[src/logic/core_bank_pkg.sv]
// shared constants and carrier types for the core memory bank
package core_bank_pkg;
    localparam int WORD_W = 16;
    localparam int ADDR_W = 15;
    localparam int AXIS_W = 6;
    // address_hold_reg bit numbering: bit 1 is msb of 15-bit field
    localparam int SEL_LO_4K = 1;
    localparam int SEL_HI_4K = 3;
    localparam int SEL_LO_2K = 1;
    localparam int SEL_HI_2K = 4;
    localparam int Y_LO = 4;
    localparam int Y_HI = 9;
    localparam int X_LO = 10;
    localparam int X_HI = 15;
    localparam int NUM_STROBES = 4;
    localparam logic [WORD_W-1:0] WORD_RST = 16'h0000;
    localparam logic [ADDR_W-1:0] ADDR_RST = 15'h0000;

    // processor-side memory controls
    typedef struct packed {
        logic word_hold_load;
        logic address_hold_load;
        logic io_source_select;
        logic io_bus_drive_n;
        logic core_bus_drivers_off;
        logic read_phase_one;
        logic read_phase_two;
        logic [NUM_STROBES-1:0] sample;
        logic write_phase;
    } mem_ctrl_t;

    // write drive toward the array
    typedef struct packed {
        logic write_current_en;
        logic [1:0] suppress_gate;
        logic [WORD_W-1:0] suppress_bit;
    } write_drive_t;
endpackage : core_bank_pkg

[src/logic/core_memory_bank_datapath.sv]
// one core memory bank: address and word hold registers with bus gating
//
// Operation
// - select decoded from address bits 1-3 (4K) or 1-4 (2K)
// - address bits 4 through 9 pick Y drive lines
// - address bits 10 through 15 pick X drive lines
// - with both read phases, sample pulses gate stored data onto sense lines
// - while sensing, sense line value forced into word hold register over any word hold load
// - word hold register feeds both I/O and core bus gates
// - otherwise word hold loads from mux of I/O bus or result bus
// - mux value written to word hold only on word hold load
// - address register takes mux bits 1 to 15 on address hold load
// - no memory operation unless bank selected
// - write only when write phase meets select; makes strobes, enable
// - write-current enable turns on drive currents for write half
// - suppress strobes pass inverted word bits to inhibit drivers
// - inhibited bit stays cleared, stored word equals word hold register
// - io source select makes mux take the I/O data bus
// - io bus drive low puts selected bank word on I/O bus
// - core bus drivers off disables every bank's core bus drivers
`timescale 1ns/10ps
`default_nettype none
module core_memory_bank_datapath #(
    parameter bit BANK_4K = 1'b1,
    parameter logic [3:0] BANK_ID = 4'h0
) (
    // clock and reset
    input wire logic ref_clk_in,
    input wire logic resetn_in,
    // processor controls, synchronous to ref_clk_in
    input wire core_bank_pkg::mem_ctrl_t ctrl_in,
    // data buses into the mux
    input wire logic [core_bank_pkg::WORD_W-1:0] cpu_result_bus_in,
    input wire logic [core_bank_pkg::WORD_W-1:0] io_data_line_in,
    // stored word read from the core array
    input wire logic [core_bank_pkg::WORD_W-1:0] core_word_in,
    // bus outputs
    output logic [core_bank_pkg::WORD_W-1:0] io_data_line_out,
    output logic io_data_line_oe_out,
    output logic [core_bank_pkg::WORD_W-1:0] core_bus_line_out,
    output logic core_bus_line_oe_out,
    // array drive
    output logic [core_bank_pkg::AXIS_W-1:0] y_select_out,
    output logic [core_bank_pkg::AXIS_W-1:0] x_select_out,
    output logic bank_selected_out,
    output logic [core_bank_pkg::WORD_W-1:0] sense_line_out,
    output core_bank_pkg::write_drive_t write_drive_out,
    output logic [core_bank_pkg::WORD_W-1:0] address_hold_out,
    output logic [core_bank_pkg::WORD_W-1:0] word_hold_out
);
    localparam int W = core_bank_pkg::WORD_W;
    localparam int A = core_bank_pkg::ADDR_W;

    logic [W-1:0] word_hold_reg;
    logic [A-1:0] address_hold_reg;
    logic [W-1:0] mux_out;
    logic bank_select;
    logic sense_active;
    logic write_active;
    logic [W-1:0] sense_line;

    // bit n of the 15-bit address (1..15) sits at index A-n
    function automatic logic abit(input logic [A-1:0] a, input int n);
        abit = a[A-n];
    endfunction : abit

    always_comb begin
        if (ctrl_in.io_source_select) begin
            mux_out = io_data_line_in;
        end else begin
            mux_out = cpu_result_bus_in;
        end
    end

    // select compares the high address bits against the bank number
    always_comb begin
        if (BANK_4K) begin
            bank_select = {abit(address_hold_reg, 1), abit(address_hold_reg, 2),
                abit(address_hold_reg, 3)} == BANK_ID[2:0];
        end else begin
            bank_select = {abit(address_hold_reg, 1), abit(address_hold_reg, 2),
                abit(address_hold_reg, 3),
                abit(address_hold_reg, 4)} == BANK_ID;
        end
    end

    // a read needs both phases and a sample pulse, gated by select
    assign sense_active = bank_select && ctrl_in.read_phase_one &&
        ctrl_in.read_phase_two && (|ctrl_in.sample);
    assign sense_line = sense_active ? core_word_in : '0;
    assign write_active = bank_select && ctrl_in.write_phase;

    // address register: mux bits 1 to 15 are the low 15 bits
    always_ff @(posedge ref_clk_in or negedge resetn_in) begin
        if (!resetn_in) begin
            address_hold_reg <= core_bank_pkg::ADDR_RST;
        end else if (ctrl_in.address_hold_load) begin
            address_hold_reg <= mux_out[A-1:0];
        end
    end

    // sense capture is a jam set, so it wins over a concurrent load
    always_ff @(posedge ref_clk_in or negedge resetn_in) begin
        if (!resetn_in) begin
            word_hold_reg <= core_bank_pkg::WORD_RST;
        end else if (sense_active) begin
            word_hold_reg <= sense_line;
        end else if (ctrl_in.word_hold_load) begin
            word_hold_reg <= mux_out;
        end
    end

    // registered bus drive
    always_ff @(posedge ref_clk_in or negedge resetn_in) begin
        if (!resetn_in) begin
            io_data_line_out <= '0;
            io_data_line_oe_out <= 1'b0;
            core_bus_line_out <= '0;
            core_bus_line_oe_out <= 1'b0;
        end else begin
            io_data_line_out <= word_hold_reg;
            io_data_line_oe_out <= bank_select && !ctrl_in.io_bus_drive_n;
            core_bus_line_out <= word_hold_reg;
            core_bus_line_oe_out <= bank_select &&
                !ctrl_in.core_bus_drivers_off;
        end
    end

    // registered array drive
    always_ff @(posedge ref_clk_in or negedge resetn_in) begin
        if (!resetn_in) begin
            y_select_out <= '0;
            x_select_out <= '0;
            bank_selected_out <= 1'b0;
            sense_line_out <= '0;
            write_drive_out <= '0;
            address_hold_out <= '0;
            word_hold_out <= '0;
        end else begin
            y_select_out <= address_hold_reg[A-core_bank_pkg::Y_LO -:
                core_bank_pkg::AXIS_W];
            x_select_out <= address_hold_reg[A-core_bank_pkg::X_LO -:
                core_bank_pkg::AXIS_W];
            bank_selected_out <= bank_select;
            sense_line_out <= sense_line;
            write_drive_out.write_current_en <= write_active;
            write_drive_out.suppress_gate <= {2{write_active}};
            // inverted word gated by strobe: ones get no inhibit
            write_drive_out.suppress_bit <= write_active ?
                ~word_hold_reg : '0;
            address_hold_out <= {1'b0, address_hold_reg};
            word_hold_out <= word_hold_reg;
        end
    end
endmodule : core_memory_bank_datapath
`default_nettype wire

[config.mk]
export PLATFORM = sky130hd
export DESIGN_NAME = core_memory_bank_datapath
export DESIGN_NICKNAME = d
export VERILOG_FILES = /design/src/logic/core_bank_pkg.sv /design/src/logic/core_memory_bank_datapath.sv
export SDC_FILE = /design/constraint.sdc
export NUM_CORES = 1
export LEC_CHECK = 0
export BUFFER_PORTS_ARGS = -buffer_cell sky130_fd_sc_hd__buf_2
export CORE_UTILIZATION = 50
export DETAILED_ROUTE_END_ITERATION = 12
export PLACE_DENSITY = 0.92
export REMOVE_ABC_BUFFERS = 1
export SYNTH_ARGS = -nofsm -noshare
export SYNTH_HDL_FRONTEND = slang
export SYNTH_SLANG_ARGS = --single-unit
[constraint.sdc]
create_clock -name ref_clk_in -period 4.81 [get_ports ref_clk_in]
set_input_delay 0.2405 -clock ref_clk_in [delete_from_list [all_inputs] [get_ports ref_clk_in]]
set_output_delay 0.2405 -clock ref_clk_in [all_outputs]
set_load 0.01 [all_outputs]
# [Word-level counts from Yosys, hierarchy flattened]
# Index checks and enable logic that the tools add are counted.
[classes] muxes=5 bitwise_logic=1 reduce_logical=11
[op_table] cell="$mux W16" count=5
[op_table] cell="$not A16 Y16" count=1
[op_table] cell="$logic_and A1 B1 Y1" count=6
[op_table] cell="$reduce_or A4 Y1" count=1
[op_table] cell="$logic_not A3 Y1" count=1
[op_table] cell="$logic_not A1 Y1" count=2
[op_table] cell="$reduce_bool A2 Y1" count=1
[word_totals] ff_bits=111 inputBits=62 output_inout_bits=114 word_cells=30

# [Depth between registers and ports, before layout]
[depth] ltp_word=6 depth_mapped=5 ltp_nobuf=4

# [Worst setup path after synthesis]
# No wires, ideal clock.
[synth_timing] kind="register to register" startpoint="register address_hold_reg[13]" endpoint="register word_hold_reg[10]" setup_ns=0.125 t_arrival_ns=1.457 required_time_ns=4.685 path_slack_ns=3.228 stages_incl_launch_ff=6 n_path_buf=1 period_less_slack_ns=1.582 path_cell_list="dfrtp_1 > or3_4 > clkinv_4 > nand4_4 > buf_6 > mux2_4"
[synth_between] elab_chain_cells=6 elab_cells_between_ends=7
[synth_lines] item="from (decl)" line_no="core_memory_bank_datapath.sv:55" rtl="logic [A-1:0] address_hold_reg;"
[synth_lines] item="from (signal assigned)" line_no="core_memory_bank_datapath.sv:96" rtl="address_hold_reg <= core_bank_pkg::ADDR_RST;"
[synth_lines] item="from (signal assigned)" line_no="core_memory_bank_datapath.sv:98" rtl="address_hold_reg <= mux_out[A-1:0];"
[synth_lines] item="$logic_not A3 Y1 (*)" line_no="core_memory_bank_datapath.sv:78" rtl="bank_select = {abit(address_hold_reg, 1), abit(address_hold_reg, 2),"
[synth_lines] item="net bank_select" line_no="core_memory_bank_datapath.sv:57" rtl="logic bank_select;"
[synth_lines] item="$logic_and A1 B1 Y1 (*) (2 in a row)" line_no="core_memory_bank_datapath.sv:88" rtl="assign sense_active = bank_select && ctrl_in.read_phase_one &&"
[synth_lines] item="$logic_and A1 B1 Y1 (*)" line_no="core_memory_bank_datapath.sv:89" rtl="ctrl_in.read_phase_two && (|ctrl_in.sample);"
[synth_lines] item="$mux W16" line_no="core_memory_bank_datapath.sv:90" rtl="assign sense_line = sense_active ? core_word_in : '0;"
[synth_lines] item="$mux W16" line_no="core_memory_bank_datapath.sv:106" rtl="end else if (sense_active) begin"
[synth_lines] item="to (signal assigned)" line_no="core_memory_bank_datapath.sv:105" rtl="word_hold_reg <= core_bank_pkg::WORD_RST;"
[synth_lines] item="to (signal assigned)" line_no="core_memory_bank_datapath.sv:107" rtl="word_hold_reg <= sense_line;"
[synth_lines] item="to (signal assigned)" line_no="core_memory_bank_datapath.sv:109" rtl="word_hold_reg <= mux_out;"
[synth_lines] item="to (decl)" line_no="core_memory_bank_datapath.sv:54" rtl="logic [W-1:0] word_hold_reg;"
# The timed path passes the listed nets; every way through them passes the cells marked *.
# A chain may end at the register's enable or synchronous reset.

# [Final worst setup path]
[layout_timing] startpoint="register address_hold_reg[13]" endpoint="register word_hold_reg[13]"
# Same word-level chain as after synthesis.

==> results.toml <==
[sta]
grt_setup_unrepaired = "false"
setup-violations-final = 0
finClkSkew_ps = 11.1
finalMaxSlewViolations = 0
setup_tns_ps = 0
timing.fmax_mhz = 546
period_minus_slack_ps = 1830
hold_violations = 0
tightest_slew_ps = 793
post-route-period-util_pct = 38.1
max_slew_margin_pct = 47.0

[run]
cap_violations = 0

[synthesis]
seq_area_frac_synth_pct = 65.4
syn_area_per_cell_um2 = 12.8
ys_types = 20
synth_cells = 292
synth_area_um2 = 3750
ys_ff_latch = 98
yosys_warnings = 0

[global_routing]
track_usage_pct = 20.2
grt_pass1_vias = 2385
grt_pass1_wl_um = 11500
grt_max_degree = 56
gr-total-overflow = 0
grt_antenna_before_repair = 0

[floorplanning]
rows = 31
die_w_um = 88.6
io_pins = 176
dieArea_um2 = 7850
die_h_um = 88.6
start_util_pct = 51.7
core_area_um2 = 7250

[placed_design]
gp_congestion = 0.740
dpl.hpwl_um = 5450
io_buffer_count = 174

[pwr]
irDropWorstVdd_mv = 0.245
p_leak_nw = 2.44
p_per_area_nw_per_um2 = 360

[setup_path]
worst-path-max-fanout = 16
arrival_ps = 2050
critical_path_required_ps = 5030
start_kind = "flop"
end_kind = "flop"
path_class = "flop to flop"

[clock_network]
cts_buffer_depth = 2
cts_buffers = 9
root_buffer = "clkbuf_8"
h-tree-depth = 3
cts_tree = "yes"
clk_pin_slew_ps = 90
insertion_delay_ps = 340
post_cts_buffers = 0
cts_sinks = 98

[routing]
routedWlPerCell_um = 14.6
final_antenna_net_count = 0
drtIter0Drc = 87
drt-pass1-iter-count = 4
drc = 0
wl_um = 7650
vias = 2503
vias_per_cell = 4.77

[finish]
fill_cells = 596
final_common_cell = "buf_2"
num_antenna_cells = 0
utilization_pct = 62.6
nets = 483
final_cell_mix = "buf_2, dfrtp_1, nor2_1"
layout-drive-gt1-share_pct = 49.5
regMostFlops = "write_drive_out"
largest_register_ffs = 17
areaGrowthSynthToFinish_pct = 21.0

[outcome]
status = "completed"

[hold_path]
hold_class = "primary input to flop"
-- what timing repair did --
item	in CTS	in global routing
hold buffers	1	0
hold endpoints to repair	43	0
resized for setup	0	0
-- Yosys cell counts (all sizes together) --
master,count,area [um2]
inv,1,3.75
nand2,1,3.75
or4,1,11.3
mux2,16,218
or3,1,11.3
nor2,49,184
and2,16,100
and4,1,11.3
clkbuf,8,31.3
dfrtp,98,2450
mux2i,16,160
buf,50,374
clkinv,1,8.76
nand4,1,21.3
a21oi,31,155
conb,1,3.75
-- cell families after synthesis --
group | after synthesis | synth area share, %
compound gates | 31 | 4.14
other cells | 1 | 0.100
mux | 32 | 10.1
buf+inv | 60 | 11.1
flops | 98 | 65.4
simple gates | 70 | 9.14
-- report_power, final --
group          internal [mW]  switching [mW]
clock                  0.204           0.265
combinational          0.108           0.131
sequential             0.886          0.0394
total                   1.20           0.435
-- worst max-delay path: stages (launching register included) --
cell,delay [ps]
dfrtp_1,410
or3_4,420
clkinv_4,80
nand4_4,370
mux2_4,430
-- worst paths after layout --
| path | cells past startpoint | slack, ps | from | end |
|---|---|---|---|---|
| worst max-delay path | 4 | 2980 | address_hold_reg[13] | word_hold_reg[13] |
| worst min-delay path | 2 | 40 | ctrl_in[7] | core_bus_line_oe_out |
| worst max register to register | 4 | 2980 | address_hold_reg[13] | word_hold_reg[13] |
| worst min register to register | 0 | 380 | address_hold_reg[0] | x_select_out[0] |
| max in group asynchronous | 3 | 3340 | resetn_in | word_hold_reg[13] |
| min in group asynchronous | 2 | 430 | resetn_in | core_bus_line_oe_out |
-- layer usage --
metal / global-route usage, % / vias to the layer above / wire (um)
li1: - / 1152 / -
met1: 22.9 / 1218 / 2880
met2: 37.8 / 126 / 4200
met3: 4.38 / 7 / 504
met4: 6.16 / 0 / 64
met5: 0 / - / 0
-- layout make-up --
| cell class | count | area, um2 | area share (%) |
|---|---|---|---|
| clock buffers | 11 | 141 | 3.12 |
| clock inverters | 5 | 37.5 | 0.827 |
| inverters | 2 | 12.5 | 0.276 |
| multi-input cells | 134 | 880 | 19.4 |
| flip-flops and latches | 98 | 2450 | 54.0 |
| well taps | 99 | 124 | 2.73 |
| repair buffers | 176 | 891 | 19.6 |
-- through the flow --
stage,instances,total power [mW],setup slack [ps],hold WS (ps),area (um2)
floorplan,234,1.04,3200,-55.1,3340
global placement,508,1.17,3010,260,4350
detailed placement,508,1.18,2970,268,4350
CTS,525,1.65,2950,23.3,4540
global route,525,1.72,2900,26.7,4540
finish,525,1.63,2980,40.9,4540
(Power assumes the default switching activity.)
